===== config.mk =====
export PLATFORM = sky130hd
export DESIGN_NAME = arc_top
export DESIGN_NICKNAME = d
export VERILOG_FILES = /design/src/hdl/arc_pkg.sv /design/src/hdl/arc_vbus_if.sv /design/src/hdl/arc_top.sv /design/src/hdl/arc_vbus_sync.sv
export VERILOG_INCLUDE_DIRS = /design/src /design/src/hdl
export SDC_FILE = /design/constraint.sdc
export NUM_CORES = 1
export LEC_CHECK = 0
export ABC_AREA = 1
export ABC_CLOCK_PERIOD_IN_PS = 1350
export BUFFER_PORTS_ARGS = -buffer_cell sky130_fd_sc_hd__buf_2
export CAP_MARGIN = 20
export CORE_AREA = 2 2 81 83
export CTS_CLUSTER_DIAMETER = 150
export DETAILED_ROUTE_END_ITERATION = 16
export DIE_AREA = 0 0 83 85
export PLACE_DENSITY = 0.9
export SLEW_MARGIN = 5
export SYNTH_ARGS = -nofsm -noshare
export SYNTH_HDL_FRONTEND = slang
export SYNTH_SLANG_ARGS = --single-unit

===== constraint.sdc =====
create_clock -name aclk -period 1.35 [get_ports aclk]
set_input_delay 0.2025 -clock aclk [delete_from_list [all_inputs] [get_ports aclk]]
set_output_delay 0.2025 -clock aclk [all_outputs]
set_load 0.02 [all_outputs]

===== src/hdl/arc_defs.svh =====
// Purpose: offsets, field positions, reset values and masks for the
//          analog reference and regulator control block
// Assumes: 32-bit AXI4-Lite, one register per aligned word
// Notes:   the two analog registers keep their index; byte address = 4*index
`ifndef ARC_DEFS_SVH
`define ARC_DEFS_SVH

// ----------------------------------------------------------------------
// register indices and byte addresses
// ----------------------------------------------------------------------
`define ARC_ADDR_W          12
`define ARC_REFCTL_IDX      8'hd1
`define ARC_REGCTL_IDX      8'hc9
`define ARC_REFCTL_ADDR     {2'b00, `ARC_REFCTL_IDX, 2'b00}
`define ARC_REGCTL_ADDR     {2'b00, `ARC_REGCTL_IDX, 2'b00}
`define ARC_CTRL_ADDR       12'h000
`define ARC_STATUS_ADDR     12'h004
`define ARC_MASK_ADDR       12'h008

// ----------------------------------------------------------------------
// reference control fields
// ----------------------------------------------------------------------
`define ARC_REF_BUF_EN_BIT  0
`define ARC_BIAS_EN_BIT     1
`define ARC_TEMP_EN_BIT     2
`define ARC_REF_SRC_BIT     3
`define ARC_REG_OVR_BIT     4
`define ARC_REF_GAIN_BIT    7
`define ARC_REFCTL_WMASK    8'h9f
`define ARC_REFCTL_RESET    8'h00

// ----------------------------------------------------------------------
// regulator control fields
// ----------------------------------------------------------------------
`define ARC_IREG_LP_BIT     4
`define ARC_VBUS_STAT_BIT   6
`define ARC_IREG_DIS_BIT    7
`define ARC_REGCTL_WMASK    8'hbf
`define ARC_REGCTL_RESET    8'h00

// ----------------------------------------------------------------------
// block control, interrupt status and mask
// ----------------------------------------------------------------------
`define ARC_VBUS_IRQ_EN_BIT 0
`define ARC_USB_RST_EN_BIT  1
`define ARC_CTRL_WMASK      8'h03
`define ARC_CTRL_RESET      8'h00
`define ARC_EVT_RISE_BIT    0
`define ARC_EVT_FALL_BIT    1
`define ARC_NUM_EVT         2
`define ARC_MASK_RESET      8'h00

// ----------------------------------------------------------------------
// bus responses
// ----------------------------------------------------------------------
`define ARC_RESP_OKAY       2'b00
`define ARC_RESP_SLVERR     2'b10

`endif


===== src/hdl/arc_pkg.sv =====
// Purpose: shared types of the analog reference and regulator control block
// Assumes: constants live in arc_defs.svh
// Notes:   nothing here is imported; users write arc_pkg::name
`default_nettype none

package arc_pkg;

    // ------------------------------------------------------------------
    // decoded register select
    // ------------------------------------------------------------------
    typedef enum logic [2:0] {
        arc_reg_none   = 3'b000,
        arc_reg_refctl = 3'b001,
        arc_reg_regctl = 3'b010,
        arc_reg_ctrl   = 3'b011,
        arc_reg_status = 3'b100,
        arc_reg_mask   = 3'b101
    } arc_reg_t;

    // ------------------------------------------------------------------
    // adc reference source actually routed
    // ------------------------------------------------------------------
    typedef enum logic [1:0] {
        arc_ref_pin  = 2'b00,
        arc_ref_vdd  = 2'b01,
        arc_ref_ireg = 2'b10
    } arc_ref_src_t;

endpackage : arc_pkg

`default_nettype wire


===== src/hdl/arc_vbus_if.sv =====
// Purpose: carries the synchronised vbus level and its edge pulses
// Assumes: single clock domain
// Notes:   pulses last one clock
`default_nettype none

interface arc_vbus_if;
    logic level;   // synchronised vbus level
    logic rise;    // one-cycle pulse on a rising edge
    logic fall;    // one-cycle pulse on a falling edge

    modport src (output level, output rise, output fall);
    modport dst (input  level, input  rise, input  fall);
endinterface : arc_vbus_if

`default_nettype wire


===== src/hdl/arc_top.sv =====
// Purpose: register control of the adc reference selector, reference
//          buffer, temperature sensor, bias generator and input regulator,
//          plus vbus status, vbus interrupt and usb reset on vbus edges
// Assumes: AXI4-Lite slave, 32-bit data, one register per aligned word
// Notes:   analog controls are static levels; ref_source and bias_gen_on are registered one cycle late
//
// What this block does
// reference select bit 3 routes the pin when 0, supply when 1.
// override bit 4 set forces the internal regulator as reference.
// gain bit 7 gives 2x buffer gain when 0, 1x when 1.
// buffer enable bit 0 turns buffer on and drives the reference pin.
// bit 2 switches the temperature sensor off at 0, on at 1.
// bias runs when bit 1 is set or any peripheral requests it.
// bits 6 and 5 of reference control read zero, writes ignored.
// software enables or disables the input regulator by a control bit.
// a mode bit picks normal or low-power input regulator operation.
// bus power status bit reads the present vbus level.
// with its enable set, every vbus edge raises the vbus interrupt.
// the vbus interrupt is an edge pulse with no pending flag.
// with usb reset source set, any vbus edge requests system reset.
// regulator control bit 7 at 1 disables the input regulator.
// regulator control bit 6 is read-only, 1 while vbus is present.
// regulator control bit 4 at 1 selects low-power operation.
// vbus is synchronised and edges come from successive samples.
`include "arc_defs.svh"
`default_nettype none

module arc_top (
    input  wire logic                   aclk,
    input  wire logic                   aresetn,
    // axi4-lite write address
    input  wire logic [`ARC_ADDR_W-1:0] s_axi_awaddr,
    input  wire logic [2:0]             s_axi_awprot,
    input  wire logic                   s_axi_awvalid,
    output logic                        s_axi_awready,
    // axi4-lite write data
    input  wire logic [31:0]            s_axi_wdata,
    input  wire logic [3:0]             s_axi_wstrb,
    input  wire logic                   s_axi_wvalid,
    output logic                        s_axi_wready,
    // axi4-lite write response
    output logic [1:0]                  s_axi_bresp,
    output logic                        s_axi_bvalid,
    input  wire logic                   s_axi_bready,
    // axi4-lite read address
    input  wire logic [`ARC_ADDR_W-1:0] s_axi_araddr,
    input  wire logic [2:0]             s_axi_arprot,
    input  wire logic                   s_axi_arvalid,
    output logic                        s_axi_arready,
    // axi4-lite read data
    output logic [31:0]                 s_axi_rdata,
    output logic [1:0]                  s_axi_rresp,
    output logic                        s_axi_rvalid,
    input  wire logic                   s_axi_rready,
    // pins and analog side
    input  wire logic                   vbus_pin,
    input  wire logic                   bias_request,
    output arc_pkg::arc_ref_src_t       ref_source,
    output logic                        ref_gain_2x,
    output logic                        ref_buffer_on,
    output logic                        ref_pin_drive,
    output logic                        temp_sensor_on,
    output logic                        bias_gen_on,
    output logic                        input_regulator_on,
    output logic                        input_regulator_lp,
    output logic                        vbus_irq,
    output logic                        usb_sys_reset,
    output logic                        irq
);

    // ------------------------------------------------------------------
    // address decode
    // ------------------------------------------------------------------
    // shared by the write and the read path
    function automatic arc_pkg::arc_reg_t arc_decode(
        input logic [`ARC_ADDR_W-1:0] addr
    );
        arc_pkg::arc_reg_t sel;
        if (addr == `ARC_REFCTL_ADDR) begin
            sel = arc_pkg::arc_reg_refctl;
        end else if (addr == `ARC_REGCTL_ADDR) begin
            sel = arc_pkg::arc_reg_regctl;
        end else if (addr == `ARC_CTRL_ADDR) begin
            sel = arc_pkg::arc_reg_ctrl;
        end else if (addr == `ARC_STATUS_ADDR) begin
            sel = arc_pkg::arc_reg_status;
        end else if (addr == `ARC_MASK_ADDR) begin
            sel = arc_pkg::arc_reg_mask;
        end else begin
            sel = arc_pkg::arc_reg_none;
        end
        return sel;
    endfunction : arc_decode

    // ------------------------------------------------------------------
    // declarations
    // ------------------------------------------------------------------
    logic [`ARC_ADDR_W-1:0]  aw_addr_q;
    logic                    aw_held_q;
    logic [7:0]              w_data_q;
    logic                    w_strb0_q;
    logic                    w_held_q;
    logic                    bvalid_q;
    logic [1:0]              bresp_q;
    logic                    rvalid_q;
    logic [1:0]              rresp_q;
    logic [31:0]             rdata_q;
    logic                    aw_hs;
    logic                    w_hs;
    logic                    ar_hs;
    logic                    do_write;
    arc_pkg::arc_reg_t       wr_sel;
    arc_pkg::arc_reg_t       rd_sel;
    logic                    wr_en;

    logic [7:0]              ref_ctl_q;
    logic [7:0]              reg_ctl_q;
    logic [7:0]              ctrl_q;
    logic [7:0]              mask_q;
    logic [`ARC_NUM_EVT-1:0] stat_q;
    logic [`ARC_NUM_EVT-1:0] evt;
    logic                    stat_clr;
    logic [7:0]              rd_val;

    arc_pkg::arc_ref_src_t   ref_src_q;
    logic                    bias_on_q;
    logic                    vbus_irq_q;
    logic                    usb_rst_q;
    logic                    irq_q;

    arc_vbus_if              vbus ();

    // ------------------------------------------------------------------
    // vbus synchroniser and edge finder
    // ------------------------------------------------------------------
    arc_vbus_sync u_vbus_sync (
        .aclk     (aclk),
        .aresetn  (aresetn),
        .vbus_pin (vbus_pin),
        .vbus     (vbus)
    );

    // ------------------------------------------------------------------
    // write channel
    // ------------------------------------------------------------------
    // address and data are caught independently, in either order
    assign s_axi_awready = ~aw_held_q;
    assign s_axi_wready  = ~w_held_q;
    assign aw_hs         = s_axi_awvalid & ~aw_held_q;
    assign w_hs          = s_axi_wvalid & ~w_held_q;
    // a write waits until the previous response has been taken
    assign do_write      = aw_held_q & w_held_q & ~bvalid_q;
    assign wr_sel        = arc_decode(aw_addr_q);
    // only byte lane 0 holds register bits
    assign wr_en         = do_write & w_strb0_q;

    // address holding
    always_ff @(posedge aclk) begin
        if (!aresetn) begin
            aw_held_q <= 1'b0;
            aw_addr_q <= {`ARC_ADDR_W{1'b0}};
        end else if (aw_hs) begin
            aw_held_q <= 1'b1;
            aw_addr_q <= s_axi_awaddr;
        end else if (do_write) begin
            aw_held_q <= 1'b0;
        end
    end

    // data holding; upper lanes are dropped, registers are 8 bits
    always_ff @(posedge aclk) begin
        if (!aresetn) begin
            w_held_q  <= 1'b0;
            w_data_q  <= 8'h00;
            w_strb0_q <= 1'b0;
        end else if (w_hs) begin
            w_held_q  <= 1'b1;
            w_data_q  <= s_axi_wdata[7:0];
            w_strb0_q <= s_axi_wstrb[0];
        end else if (do_write) begin
            w_held_q <= 1'b0;
        end
    end

    // write response; unmapped addresses answer slverr
    always_ff @(posedge aclk) begin
        if (!aresetn) begin
            bvalid_q <= 1'b0;
            bresp_q  <= `ARC_RESP_OKAY;
        end else if (do_write) begin
            bvalid_q <= 1'b1;
            if (wr_sel == arc_pkg::arc_reg_none) begin
                bresp_q <= `ARC_RESP_SLVERR;
            end else begin
                bresp_q <= `ARC_RESP_OKAY;
            end
        end else if (s_axi_bready) begin
            bvalid_q <= 1'b0;
        end
    end

    assign s_axi_bvalid = bvalid_q;
    assign s_axi_bresp  = bresp_q;

    // ------------------------------------------------------------------
    // software registers
    // ------------------------------------------------------------------
    // reference control; bits 6:5 are never stored
    always_ff @(posedge aclk) begin
        if (!aresetn) begin
            ref_ctl_q <= `ARC_REFCTL_RESET;
        end else if (wr_en && wr_sel == arc_pkg::arc_reg_refctl) begin
            ref_ctl_q <= w_data_q & `ARC_REFCTL_WMASK;
        end
    end

    // regulator control; bit 6 is the live vbus level, never stored
    always_ff @(posedge aclk) begin
        if (!aresetn) begin
            reg_ctl_q <= `ARC_REGCTL_RESET;
        end else if (wr_en && wr_sel == arc_pkg::arc_reg_regctl) begin
            reg_ctl_q <= w_data_q & `ARC_REGCTL_WMASK;
        end
    end

    // block control: vbus interrupt enable, usb reset source enable
    always_ff @(posedge aclk) begin
        if (!aresetn) begin
            ctrl_q <= `ARC_CTRL_RESET;
        end else if (wr_en && wr_sel == arc_pkg::arc_reg_ctrl) begin
            ctrl_q <= w_data_q & `ARC_CTRL_WMASK;
        end
    end

    // interrupt mask, same layout as status
    always_ff @(posedge aclk) begin
        if (!aresetn) begin
            mask_q <= `ARC_MASK_RESET;
        end else if (wr_en && wr_sel == arc_pkg::arc_reg_mask) begin
            mask_q <= {6'h00, w_data_q[`ARC_NUM_EVT-1:0]};
        end
    end

    // ------------------------------------------------------------------
    // sticky event status, cleared by a read
    // ------------------------------------------------------------------
    assign evt[`ARC_EVT_RISE_BIT] = vbus.rise;
    assign evt[`ARC_EVT_FALL_BIT] = vbus.fall;
    assign stat_clr = ar_hs & (rd_sel == arc_pkg::arc_reg_status);

    // an edge in the very cycle of the clearing read wins over the clear
    for (genvar i = 0; i < `ARC_NUM_EVT; i++) begin : g_stat
        always_ff @(posedge aclk) begin
            if (!aresetn) begin
                stat_q[i] <= 1'b0;
            end else if (evt[i]) begin
                stat_q[i] <= 1'b1;
            end else if (stat_clr) begin
                stat_q[i] <= 1'b0;
            end
        end
    end

    // level interrupt while any unmasked status bit is set
    always_ff @(posedge aclk) begin
        if (!aresetn) begin
            irq_q <= 1'b0;
        end else begin
            irq_q <= |(stat_q & mask_q[`ARC_NUM_EVT-1:0]);
        end
    end

    // ------------------------------------------------------------------
    // read channel
    // ------------------------------------------------------------------
    assign s_axi_arready = ~rvalid_q;
    assign ar_hs         = s_axi_arvalid & ~rvalid_q;
    assign rd_sel        = arc_decode(s_axi_araddr);

    // read value of the addressed register
    always_comb begin
        rd_val = 8'h00;
        case (rd_sel)
            arc_pkg::arc_reg_refctl: begin
                rd_val = ref_ctl_q & `ARC_REFCTL_WMASK;
            end
            arc_pkg::arc_reg_regctl: begin
                rd_val = reg_ctl_q;
                rd_val[`ARC_VBUS_STAT_BIT] = vbus.level;
            end
            arc_pkg::arc_reg_ctrl: begin
                rd_val = ctrl_q;
            end
            arc_pkg::arc_reg_status: begin
                rd_val = {6'h00, stat_q};
            end
            arc_pkg::arc_reg_mask: begin
                rd_val = mask_q;
            end
            default: begin
                rd_val = 8'h00;
            end
        endcase
    end

    // read data held until rready
    always_ff @(posedge aclk) begin
        if (!aresetn) begin
            rvalid_q <= 1'b0;
            rresp_q  <= `ARC_RESP_OKAY;
            rdata_q  <= 32'h0000_0000;
        end else if (ar_hs) begin
            rvalid_q <= 1'b1;
            rdata_q  <= {24'h00_0000, rd_val};
            if (rd_sel == arc_pkg::arc_reg_none) begin
                rresp_q <= `ARC_RESP_SLVERR;
            end else begin
                rresp_q <= `ARC_RESP_OKAY;
            end
        end else if (s_axi_rready) begin
            rvalid_q <= 1'b0;
        end
    end

    assign s_axi_rvalid = rvalid_q;
    assign s_axi_rresp  = rresp_q;
    assign s_axi_rdata  = rdata_q;

    // ------------------------------------------------------------------
    // analog control levels
    // ------------------------------------------------------------------
    // override beats the source select bit
    always_ff @(posedge aclk) begin
        if (!aresetn) begin
            ref_src_q <= arc_pkg::arc_ref_pin;
        end else if (ref_ctl_q[`ARC_REG_OVR_BIT]) begin
            ref_src_q <= arc_pkg::arc_ref_ireg;
        end else if (ref_ctl_q[`ARC_REF_SRC_BIT]) begin
            ref_src_q <= arc_pkg::arc_ref_vdd;
        end else begin
            ref_src_q <= arc_pkg::arc_ref_pin;
        end
    end

    // bias follows peripheral requests without any software write
    always_ff @(posedge aclk) begin
        if (!aresetn) begin
            bias_on_q <= 1'b0;
        end else begin
            bias_on_q <= ref_ctl_q[`ARC_BIAS_EN_BIT] | bias_request;
        end
    end

    assign ref_source     = ref_src_q;
    assign ref_gain_2x    = ~ref_ctl_q[`ARC_REF_GAIN_BIT];
    assign ref_buffer_on  = ref_ctl_q[`ARC_REF_BUF_EN_BIT];
    assign ref_pin_drive  = ref_ctl_q[`ARC_REF_BUF_EN_BIT];
    assign temp_sensor_on = ref_ctl_q[`ARC_TEMP_EN_BIT];
    assign bias_gen_on    = bias_on_q;

    // input regulator: disable bit is active high, reset leaves it on
    assign input_regulator_on = ~reg_ctl_q[`ARC_IREG_DIS_BIT];
    assign input_regulator_lp = reg_ctl_q[`ARC_IREG_LP_BIT];

    // ------------------------------------------------------------------
    // vbus edge interrupt and usb reset request
    // ------------------------------------------------------------------
    // pure pulses, no pending state: a missed pulse cannot be recovered
    always_ff @(posedge aclk) begin
        if (!aresetn) begin
            vbus_irq_q <= 1'b0;
            usb_rst_q  <= 1'b0;
        end else begin
            vbus_irq_q <= (vbus.rise | vbus.fall)
                          & ctrl_q[`ARC_VBUS_IRQ_EN_BIT];
            usb_rst_q  <= (vbus.rise | vbus.fall)
                          & ctrl_q[`ARC_USB_RST_EN_BIT];
        end
    end

    assign vbus_irq      = vbus_irq_q;
    assign usb_sys_reset = usb_rst_q;
    assign irq           = irq_q;

endmodule : arc_top

`default_nettype wire


===== src/hdl/arc_vbus_sync.sv =====
// Purpose: synchronise the vbus pin and find its edges
// Assumes: vbus_pin is asynchronous to aclk
// Notes:   two-flop synchroniser, then a history flop for edge detection
`default_nettype none

module arc_vbus_sync (
    input  wire logic     aclk,
    input  wire logic     aresetn,
    input  wire logic     vbus_pin,
    arc_vbus_if.src       vbus
);

    logic meta_q;   // first stage, read only by sync_q
    logic sync_q;
    logic prev_q;

    // ------------------------------------------------------------------
    // synchroniser and history
    // ------------------------------------------------------------------
    // only sync_q and prev_q are compared, never meta_q
    always_ff @(posedge aclk) begin
        if (!aresetn) begin
            meta_q <= 1'b0;
            sync_q <= 1'b0;
            prev_q <= 1'b0;
        end else begin
            meta_q <= vbus_pin;
            sync_q <= meta_q;
            prev_q <= sync_q;
        end
    end

    // edges by comparing successive synchronised samples
    assign vbus.level = sync_q;
    assign vbus.rise  = sync_q & ~prev_q;
    assign vbus.fall  = ~sync_q & prev_q;

endmodule : arc_vbus_sync

`default_nettype wire

# After elaboration in Yosys (flattened, before gate mapping)
# Index checks and enable logic that the tools add are counted.
dict set report word_totals {
  ff_bits 65
  out_inout_bits 53
}
dict set report op_classes {
  n_eq_ne 17
  n_mux 25
  n_bitwise 23
  reduce_logical 16
}
# operator n
set op_table {}
lappend op_table {{$eq A12 B10 Y1 const B} 4}
lappend op_table {{$pmux W8 S5} 1}
lappend op_table {{$mux W3} 10}
lappend op_table {{$eq A12 B3 Y1 const B} 2}
lappend op_table {{$eq A12 B4 Y1 const B} 2}
lappend op_table {{$logic_not A12 Y1} 2}
lappend op_table {{$eq A3 B2 Y1 const B} 4}
lappend op_table {{$reduce_bool A2 Y1} 6}
lappend op_table {{$and A1 B1 Y1} 11}
lappend op_table {{$mux W1} 11}
lappend op_table {{$eq A3 B3 Y1 const B} 3}
lappend op_table {{$not A1 Y1} 9}
lappend op_table {{$eq A3 B1 Y1 const B} 2}
lappend op_table {{$logic_not A3 Y1} 2}
lappend op_table {{$mux W2} 3}
lappend op_table {{$logic_and A1 B1 Y1} 4}
lappend op_table {{$reduce_or A2 Y1} 2}
lappend op_table {{$and A2 B2 Y2} 1}
lappend op_table {{$or A1 B1 Y1} 2}

# Longest topological paths before layout
# Gate-level depths: netlist of the first run.
dict set report depth {
  depth_word 10
  depth_mapped 10
}

# Cells and area by module
# A second synthesis of the first run with hierarchy kept.
dict set report unflattened {
  cells_unflattened 391
  area_unflattened_um2 2798.9
}
# mod n_inst cells_per_inst area_per_inst_um2 seq_area_each_um2
set modules_own_cells {}
lappend modules_own_cells {arc_top 1 378 2698.8 1181.1}
lappend modules_own_cells {arc_vbus_sync 1 13 100.1 60.1}

# Worst setup path before layout of the first run
# OpenSTA, ideal clock, no wires.
dict set report synth_path {
  kind {reg-to-reg}
  from {reg rvalid_q (netlist: s_axi_rvalid)}
  to {reg rvalid_q (netlist: s_axi_rvalid)}
  setup_time_ns 0.115
  t_arrival_ns 1.182
  required_time_ns 1.235
  slack_ns 0.054
  path_stages_with_launch 6
  period_less_slack_ns 1.296
  cell_sequence {dfxtp_1 inv_1 nand2_1 inv_1 buf_4 o21a_1}
}
dict set report synth_between {
  elab_chain_len 3
  elab_cells_between_ends 4
}
# element line_no
set synth_rtl {}
lappend synth_rtl {{start: declaration} arc_top.sv:105} ;# logic rvalid_q;
lappend synth_rtl {{start signal: assignment} arc_top.sv:309} ;# rvalid_q <= 1'b0;
lappend synth_rtl {{start signal: assignment} arc_top.sv:313} ;# rvalid_q <= 1'b1;
lappend synth_rtl {{start signal: assignment} arc_top.sv:321} ;# rvalid_q <= 1'b0;
lappend synth_rtl {{$not A1 Y1 *} --}
lappend synth_rtl {{net s_axi_arready} arc_top.sv:49} ;# output logic s_axi_arready,
lappend synth_rtl {{$and A1 B1 Y1 *} arc_top.sv:277} ;# assign ar_hs = s_axi_arvalid & ~rvalid_q;
lappend synth_rtl {{$mux W1 or $reduce_bool A2 Y1 (tied branches)} --}
# Mark *: on every way through the listed nets, which the timed path passes. The rest lies on a longest branch.
# A chain may end at the register's enable or synchronous reset.

# Final worst setup path of the first run
dict set report layout_path {
  from {reg aw_addr_q[7]}
  to {reg reg_ctl_q[1]}
}
dict set report layout_between {
  elab_chain_len 8
  elab_cells_between_ends 12
}
# element line_no
set layout_rtl {}
lappend layout_rtl {{start: declaration} arc_top.sv:98} ;# logic [`ARC_ADDR_W-1:0] aw_addr_q;
lappend layout_rtl {{start signal: assignment} arc_top.sv:161} ;# aw_addr_q <= {`ARC_ADDR_W{1'b0}};
lappend layout_rtl {{start signal: assignment} arc_top.sv:164} ;# aw_addr_q <= s_axi_awaddr;
lappend layout_rtl {{$eq A12 B4 Y1 (no source line)} --}
lappend layout_rtl {{$mux W3} arc_top.sv:87} ;# end else if (addr == `ARC_MASK_ADDR) begin
lappend layout_rtl {{$mux W3} arc_top.sv:85} ;# end else if (addr == `ARC_STATUS_ADDR) begin
lappend layout_rtl {{$mux W3} arc_top.sv:83} ;# end else if (addr == `ARC_CTRL_ADDR) begin
lappend layout_rtl {{$mux W3} arc_top.sv:81} ;# end else if (addr == `ARC_REGCTL_ADDR) begin
lappend layout_rtl {{$mux W3 *} arc_top.sv:79} ;# if (addr == `ARC_REFCTL_ADDR) begin
lappend layout_rtl {{$eq A3 B2 Y1 *} arc_top.sv:221} ;# end else if (wr_en && wr_sel == arc_pkg::arc_reg_regctl) begin
lappend layout_rtl {{$logic_and A1 B1 Y1 *} arc_top.sv:221}
lappend layout_rtl {{end signal: assignment} arc_top.sv:220} ;# reg_ctl_q <= `ARC_REGCTL_RESET;
lappend layout_rtl {{end signal: assignment} arc_top.sv:222} ;# reg_ctl_q <= w_data_q & `ARC_REGCTL_WMASK;
lappend layout_rtl {{end: declaration} arc_top.sv:117} ;# logic [7:0] reg_ctl_q;
# Mark *: on every way between the ends. The rest lies on a longest branch, timed or not.

==> impl_metrics.yaml, run 1 <==
run:
  maxCapViolations: 0
critical_path:
  worst_path_dominant_cell_family: "simple AND/OR/NAND/NOR gates"
  criticalPathCategory: "register to register"
  slowest_stage: "dfxtp_1"
  crit_path_frequent_cell: "nand2_2"
  cp.required_ns: 1.63
  critPathCaptureType: "register"
  start_kind: "register"
  worstPathMaxFanout: 8
  path_buf_inv: 2
  crit_cells: 8
  slowest_delay_ns: 0.30
  crit_chain: "inv_1 > nand3_1 > nor3_4 > nand2_2 > nor2_4 > buf_6 > nand2_2 > a21oi_1"
  critPathArrivalTime_ns: 1.73
  r2r_cells: 8
final_layout:
  multiInputGateArea_um2: 1310
  diodes: 0
  drive_above_1_share_pct: 25.59
  nFillCells: 581
  syn2layout_area_growth_pct: 23.22
  regArea_um2: 1244
  postLayoutCellArea_um2: 3460
  nNetsFinal: 541
clock_network:
  cts_made_buffers: 9
  hold_buffers: 0
  clkTransAtPathRegs_ns: 0.07
  cts_num_sinks: 62
  clk_latency_ns: 0.35
  cts_root_buf: "clkbuf_8"
  htree_levels: 3
  cts_tree: "yes"
  clock_path_buffers: 2
timing:
  finalMaxSlewViolations: 0
  final.period_utilization_pct: 107.2
  fmax_mhz: 690.7
  setup_violations: 15
  rsz0062_at_grt: "true"
  hold_viol: 0
  fin_crit_ns: 1.448
  postLayoutSetupSlackWorst_ns: -0.09787
  fin_worst_skew_ns: 0.007463
  setup-tns-final_ns: -1.012
yosys:
  synth-edff-count: 0
  synthCells: 388
  synth_most_common_cell: "nand2_1"
  synth_common_cells: "nand2_1 (85), dfxtp_1 (62), nor2_1 (52)"
  synthFlopType: "dfxtp_1"
  synth_top_family_by_area: "simple AND/OR/NAND/NOR gates"
  synthMuxAreaShare_pct: 0
  syn-mean-instance-area_um2: 7.236
  synth-compound-area-share_pct: 11.72
  ys_ff_latch: 62
  synth_warnings: 0
  ys_async_sr_fraction_pct: 0
  synth.distinct_cells: 26
  ys_seq_area_share_pct: 44.21
  synth_top_area_cell: "dfxtp_1"
  yosys.area_share.simple_pct: 28.97
  netlist_area_um2: 2808
  synth-adder-area-share_pct: 0.8913
  synthXorXnorAreaFrac_pct: 0
  yosysTopAreaCellShare_pct: 44.21
  yosys-top-cells-area: "dfxtp_1 (44%), nand2_1 (11%), buf_4 (7.5%)"
floorplan:
  dieArea_um2: 7055
  die_x_um: 83
  rows: 29
  pin_count: 128
  initial_core_util_pct: 45.25
  core_um2: 6205
  die_h_um: 85
outcome:
  status: "complete, but fails checks"
  failed_checks: "setup timing"
routing:
  drt_iter0_drc: 213
  wl_um: 6426
  vias: 2628
  wl_per_cell_um: 11.77
  route.detailed.drc: 0
  via_per_inst: 4.813
  drt-pass1-iter-count: 5
  ant_nets: 0
grt:
  grt_pass1_wl_um: 10540
  grt_util_all_layers_pct: 18.51
  grt-ovfl-total: 0
  grt_max_degree: 29
  grt_pass1_vias: 2429
  grt_antenna_before_repair: 0
hold_path:
  min_path_type: "input pin to register"
  hold_path_depth: 3
placed_design:
  dpl.hpwl_um: 4552
  portBuffers: 67
  gp_congestion: 0.8382
  post_dp_cell_area_um2: 3164
power:
  p_per_area_nw_per_um2: 1249
  vdd_drop_max_mv: 0.7577
  leakage_nw: 1.641
[kinds of logic after synthesis]
kind of cell | Yosys count
AND/OR/NAND/NOR | 181
other | 1
buffers and inverters | 77
AO/OA/AOI/OAI | 65
flip-flops | 62
adder cells (fa/ha/maj) | 2
[registers in the layout (all words and copies together), names as in the netlist, 2 cells and up]
| register | flops |
|---|---|
| aw_addr_q | 12 |
| ctrl_q | 2 |
| mask_q | 2 |
| ref_ctl_q | 6 |
| ref_source | 2 |
| reg_ctl_q | 7 |
| s_axi_rdata | 8 |
| stat_q | 2 |
| w_data_q | 7 |
[worst reg2reg max path, stage by stage, from the launching register on]
cell and delay (ns):
dfxtp_1 0.30, inv_1 0.11, nand3_1 0.15, nor3_4 0.19
nand2_2 0.10, nor2_4 0.24, buf_6 0.14, nand2_2 0.04
a21oi_1 0.12
[timing repair]
action,4_1_cts,5_1_grt
pin swaps,5,4
buffers inserted,0,1
resized for setup,5,11
setup endpoints to repair,15,18
[layer usage]
layer  up-vias  share of wire [%]  routed length, um  track usage [%]
li1       1334                  -                  -                -
met1      1155                 43               2757            22.51
met2       126                 47               3023            30.87
met3        13                8.2                529            6.031
met4         0                1.8                116            6.706
met5         -                  0                  0                0
[placed cells by master (no fill, tap or decap), types with 3 or more instances in the layout]
| cell | n |
|---|---|
| o21ai_0 | 24 |
| nand3b_1 | 3 |
| nor2_4 | 5 |
| nor2_1 | 51 |
| inv_2 | 6 |
| dfxtp_1 | 60 |
| nand3_1 | 22 |
| nand2_1 | 82 |
| nand2_2 | 5 |
| nor2_2 | 3 |
| clkbuf_8 | 12 |
| inv_1 | 34 |
| buf_2 | 67 |
| conb_1 | 26 |
| buf_4 | 7 |
| a21oi_1 | 39 |
[final cells by class]
cell class | instances | area share (%)
well taps | 77 | 2.785
multi-input cells | 274 | 37.87
clock buffers | 13 | 4.882
flip-flops and latches | 62 | 35.95
repair buffers | 76 | 12.12
inverters | 41 | 4.521
clock inverters | 3 | 1.881
[final timing paths]
path / start / to / slack (ns)
max reg2reg: aw_addr_q[7] / reg_ctl_q[1] / -0.1
min: vbus_pin / u_vbus_sync.meta_q / 0.03
max: aw_addr_q[7] / reg_ctl_q[1] / -0.1
min reg2reg: u_vbus_sync.meta_q / u_vbus_sync.vbus.level / 0.42
[stage by stage]
stage	std cells	setup WS, ns	util [%]	power [mW]	hold WS [ns]
after global routing	546	-0.1978	55.76	4.491	0.03044
after detailed placement	529	-0.07622	51.00	2.440	0.3916
after CTS	545	-0.07698	55.07	4.323	0.03369
final	546	-0.09787	55.76	4.322	0.03452
after global placement	529	0.007896	51.00	2.421	0.3886
after floorplan	413	0.05377	-	2.342	0.3001
[report_power, final]
part	switching [mW]	total, mW	internal (mW)
Sequential	0.0562	1.96	1.91
Combinational	0.322	0.475	0.153
Clock	0.697	1.89	1.19
Total	1.08	4.32	3.25
(Power assumes the default switching activity.)
==> inputs of run 2 (changes only) <==
--- a/config.mk
+++ b/config.mk
@@ -6,7 +6,6 @@
 export SDC_FILE = /design/constraint.sdc
 export NUM_CORES = 1
 export LEC_CHECK = 0
-export ABC_AREA = 1
 export ABC_CLOCK_PERIOD_IN_PS = 1350
 export BUFFER_PORTS_ARGS = -buffer_cell sky130_fd_sc_hd__buf_2
 export CAP_MARGIN = 20
==> impl_metrics.yaml, run 2 <==
routing:
  ant_nets: 0
  wl_um: 5989
  drt_iter0_drc: 95
  drt-pass1-iter-count: 4
  route.detailed.drc: 0
  via_per_inst: 4.903
  wl_per_cell_um: 12.94
  vias: 2270
grt:
  grt_antenna_before_repair: 0
  grt_util_all_layers_pct: 18.10
  grt_max_degree: 52
  grt_pass1_vias: 2272
  grt_pass1_wl_um: 10080
  grt-ovfl-total: 0
timing:
  fin_worst_skew_ns: 0.007342
  rsz0062_at_grt: "true"
  final.period_utilization_pct: 121.5
  setup_violations: 18
  postLayoutSetupSlackWorst_ns: -0.2905
  fmax_mhz: 609.6
  fin_crit_ns: 1.640
  hold_viol: 0
  timing.hold.ws_ns: 0.06383
  setup-tns-final_ns: -4.130
  finalMaxSlewViolations: 0
placed_design:
  portBuffers: 67
  placed_cells: 449
  pre_cts_ws_ns: -0.2752
  post_dp_cell_area_um2: 3268
  dpl.hpwl_um: 4564
  gp_congestion: 0.8173
clock_network:
  clkTransAtPathRegs_ns: 0.06
  clock_path_buffers: 2
  cts_num_sinks: 62
  htree_levels: 3
  cts_tree: "yes"
  cts_made_buffers: 9
  cts_root_buf: "clkbuf_8"
  post_cts_buffers: 0
  clk_latency_ns: 0.34
floorplan:
  die_x_um: 83
  die_h_um: 85
  rows: 29
  dieArea_um2: 7055
  initial_core_util_pct: 45.43
  pin_count: 128
  core_um2: 6205
critical_path:
  start_kind: "register"
  slowest_stage: "or4_4"
  slowest_delay_ns: 0.52
  critPathCaptureType: "register"
  path_buf_inv: 0
  criticalPathCategory: "register to register"
  crit_chain: "nor4_4 > nand4_4 > or4_4 > mux2i_1"
  worstPathMaxFanout: 6
  worst_path_dominant_cell_family: "simple AND/OR/NAND/NOR gates"
  cp.required_ns: 1.57
  critPathArrivalTime_ns: 1.86
yosys:
  synth_most_common_cell: "dfxtp_1"
  synthFlopType: "dfxtp_1"
  synthCells: 300
  synth.distinct_cells: 39
  yosys-top-cells-area: "dfxtp_1 (44%), mux2i_1 (9.6%), buf_4 (7.2%)"
  synth_common_cells: "dfxtp_1 (62), nand2_1 (51), buf_4 (27), mux2i_1 (27), nor2b_1 (21)"
  yosysTopAreaCellShare_pct: 44.03
  netlist_area_um2: 2819
  synth_top_area_cell: "dfxtp_1"
  ys_async_sr_fraction_pct: 0
  ys_ff_latch: 62
  syn-mean-instance-area_um2: 9.397
  synth-edff-count: 0
  ys_seq_area_share_pct: 44.03
  synth_warnings: 0
final_layout:
  postLayoutCellArea_um2: 3482
  nNetsFinal: 460
  nFillCells: 543
  largest_register_ffs: 12
  layout_commonest_cell: "buf_2"
  final_util_pct: 56.12
  drive_above_1_share_pct: 30.57
  layoutNonFillerInstCount: 463
  regMostFlops: "aw_addr_q"
  final_cell_mix: "buf_2 (67), dfxtp_1 (59), nand2_1 (51), mux2i_1 (27), conb_1 (26)"
  syn2layout_area_growth_pct: 23.52
  diodes: 0
outcome:
  status: "complete, but fails checks"
  failed_checks: "setup timing"
power:
  design_power_total_mw: 3.873
  leakage_nw: 1.570
  vdd_drop_max_mv: 0.7456
  p_per_area_nw_per_um2: 1112
run:
  maxCapViolations: 0
hold_path:
  min_path_type: "input pin to register"
==> run 2: final timing paths <==
kind                      startpoint                      to  slack [ns]  cells after the start
setup reg to reg        aw_addr_q[1]            ref_ctl_q[4]       -0.29                      4
setup / recovery        aw_addr_q[1]            ref_ctl_q[4]       -0.29                      4
hold reg to reg   u_vbus_sync.meta_q  u_vbus_sync.vbus.level        0.43                      1
hold / removal          bias_request             bias_gen_on        0.06                      2
==> run 2: area by class of cell <==
cell class	instances	area, um2	share of cell area [%]
Multi-Input combinational cell	211	1409	40.46
Clock inverter	1	5.005	0.1437
Timing Repair Buffer	89	520.5	14.95
Tap cell	77	96.34	2.767
Clock buffer	13	168.9	4.851
Inverter	10	37.54	1.078
Sequential cell	62	1245	35.75
==> run 2: kinds of logic after synthesis <==
logic type                 after synthesis  synth area share [%]
and+or+nand+nor                        110                 21.70
xor gates and xnor gates                 2                0.6215
buffers and inverters                   52                 10.79
other                                    1                0.1330
muxes                                   27                 9.587
DFF                                     62                 44.03
AOI/OAI and AO/OA                       44                 12.25
adders and majority gates                2                0.8876
==> run 2: repair_timing <==
action                     CTS  global route
hold buffers                 0             0
gates resized for setup      7             3
setup endpoints to repair   18            22
pin swaps                    2             0
==> run 2: power by group <==
part / internal [mW] / switching (mW)
logic: 0.209 / 0.290
registers: 1.89 / 0.0375
clock network: 0.793 / 0.655
==> run 2: routing by layer <==
metal	track usage (%)	vias up	part of all wire [%]	routed length, um
met4	11.18	0	2.9	174
met5	0	-	0	0
li1	-	1140	-	-
met2	30.87	92	48	2892
met3	5.447	16	6.5	391
met1	19.84	1022	42	2530
==> inputs of run 3 (changes only) <==
--- a/config.mk
+++ b/config.mk
@@ -13,8 +13,9 @@
 export CTS_CLUSTER_DIAMETER = 150
 export DETAILED_ROUTE_END_ITERATION = 16
 export DIE_AREA = 0 0 83 85
-export PLACE_DENSITY = 0.9
+export PLACE_DENSITY = 0.89
 export SLEW_MARGIN = 5
 export SYNTH_ARGS = -nofsm -noshare
 export SYNTH_HDL_FRONTEND = slang
+export SYNTH_HIERARCHICAL = 1
 export SYNTH_SLANG_ARGS = --single-unit
==> impl_metrics.yaml, run 3 <==
timing:
  setup_violations: 18
  timing.hold.ws_ns: 0.07479
  postLayoutSetupSlackWorst_ns: -0.2032
  rsz0062_at_grt: "true"
  finalMaxSlewViolations: 0
  hold_viol: 0
  fin_worst_skew_ns: 0.008792
  fin_crit_ns: 1.553
  setup-tns-final_ns: -1.743
  final.period_utilization_pct: 115.1
  fmax_mhz: 643.8
placed_design:
  gp_congestion: 0.8241
  portBuffers: 67
  post_dp_cell_area_um2: 3209
  dpl.hpwl_um: 4512
grt:
  grt_max_degree: 31
  grt_antenna_before_repair: 0
  grt-ovfl-total: 0
  grt_pass1_wl_um: 10140
  grt_util_all_layers_pct: 17.53
  grt_pass1_vias: 2337
yosys:
  yosys-top-cells-area: "dfxtp_1 (45%), nand2_1 (8.1%), mux2i_1 (8.0%)"
  synth_most_common_cell: "dfxtp_1"
  synth_top_area_cell: "dfxtp_1"
  ys_async_sr_fraction_pct: 0
  syn-mean-instance-area_um2: 8.843
  synth_warnings: 6
  netlist_area_um2: 2741
  synth-edff-count: 0
  ys_seq_area_share_pct: 45.28
  synth_common_cells: "dfxtp_1 (62), nand2_1 (59), buf_4 (27)"
  yosysTopAreaCellShare_pct: 45.28
  synthCells: 310
  ys_ff_latch: 62
  synth.distinct_cells: 39
  synthFlopType: "dfxtp_1"
floorplan:
  rows: 29
  die_h_um: 85
  dieArea_um2: 7055
  initial_core_util_pct: 44.18
  die_x_um: 83
  pin_count: 128
  core_um2: 6205
outcome:
  failed_checks: "setup timing"
  status: "complete, but fails checks"
clock_network:
  clock_path_buffers: 2
  cts_root_buf: "clkbuf_8"
  htree_levels: 3
  post_cts_buffers: 0
  clkTransAtPathRegs_ns: 0.07
  hold_buffers: 0
  cts_made_buffers: 9
  cts_num_sinks: 62
  clk_latency_ns: 0.33
  cts_tree: "yes"
final_layout:
  drive_above_1_share_pct: 30.86
  syn2layout_area_growth_pct: 26.38
  postLayoutCellArea_um2: 3465
  final_cell_mix: "buf_2 (67), nand2_1 (59), dfxtp_1 (59), conb_1 (26), nor2_1 (22)"
  layout_commonest_cell: "buf_2"
  largest_register_ffs: 12
  regMostFlops: "aw_addr_q"
  multiInputGateArea_um2: 1341
  final_util_pct: 55.84
  diodes: 0
  regArea_um2: 1245
  nNetsFinal: 475
  nFillCells: 574
critical_path:
  criticalPathCategory: "register to register"
  cp.required_ns: 1.56
  startpoint: "aw_addr_q[5]"
  start_kind: "register"
  critPathCaptureType: "register"
  endpoint: "mask_q[0]"
  worstPathMaxFanout: 4
  r2r_setup_slack_ns: -0.20
  r2r_cells: 4
  critPathArrivalTime_ns: 1.76
  worstReg2RegStart: "aw_addr_q[5]"
  rr_endpoint: "mask_q[0]"
routing:
  via_per_inst: 4.963
  wl_per_cell_um: 12.37
  wl_um: 5964
  route.detailed.drc: 0
  ant_nets: 0
  vias: 2392
  drt-pass1-iter-count: 5
  drt_iter0_drc: 107
power:
  design_power_total_mw: 4.144
  vdd_drop_max_mv: 0.7175
  leakage_nw: 1.524
  p_per_area_nw_per_um2: 1196
hold_path:
  min_path_type: "input pin to register"
run:
  maxCapViolations: 0
## run 3: stage by stage
stage | setup slack [ns] | std cells
floorplan | -0.1381 | 335
global placement | -0.1740 | 466
detailed placement | -0.2101 | 466
CTS | -0.2096 | 482
global route | -0.2598 | 482
finish | -0.2032 | 482
## run 3: layout make-up
| class | count | share of cell area (%) |
|---|---|---|
| Clock buffer | 10 | 3.684 |
| Clock inverter | 6 | 2.492 |
| Inverter | 11 | 1.192 |
| Multi-Input combinational cell | 225 | 38.71 |
| Sequential cell | 62 | 35.93 |
| Tap cell | 77 | 2.781 |
| Timing Repair Buffer | 91 | 15.20 |
## run 3: kinds of logic after synthesis
kind of cell              after synthesis  share of synthesized area (%)
muxes                                  22                          8.033
AOI/OAI and AO/OA                      54                          11.87
DFF                                    62                          45.28
xor gates and xnor gates                2                         0.6391
and+or+nand+nor                       121                          23.78
other                                   1                         0.1368
buffers and inverters                  48                          10.27
## run 3: worst min-delay path by stage
stage	start	end	depth (start not counted)
global route	vbus_pin	u_vbus_sync/meta_q	2
CTS	vbus_pin	u_vbus_sync/meta_q	2
detailed placement	vbus_pin	u_vbus_sync/meta_q	2
finish	vbus_pin	u_vbus_sync/meta_q	2
floorplan	s_axi_awvalid	aw_held_q	2
global placement	vbus_pin	u_vbus_sync/meta_q	2
## run 3: repair_timing
action,CTS,global route
pin swaps,5,2
setup endpoints to repair,18,25
gates resized for setup,6,5
## run 3: critical path, stage by stage, from the launching register on
cell     delay [ns]
dfxtp_1        0.31
or4_4          0.56
or3_4          0.36
o21ai_2        0.13
a21oi_1        0.07
## run 3: per-layer routing
layer | up-vias | GRT usage [%] | routed length (um)
met3 | 12 | 4.669 | 429
met4 | 0 | 6.855 | 106
met1 | 1110 | 20.58 | 2515
li1 | 1178 | - | -
met5 | - | 0 | 0
met2 | 92 | 30.65 | 2913
## run 3: report_power, final
part           switching, mW  internal [mW]
sequential            0.0375           1.89
clock                  0.707           1.04
combinational          0.288          0.189
total                   1.03           3.11
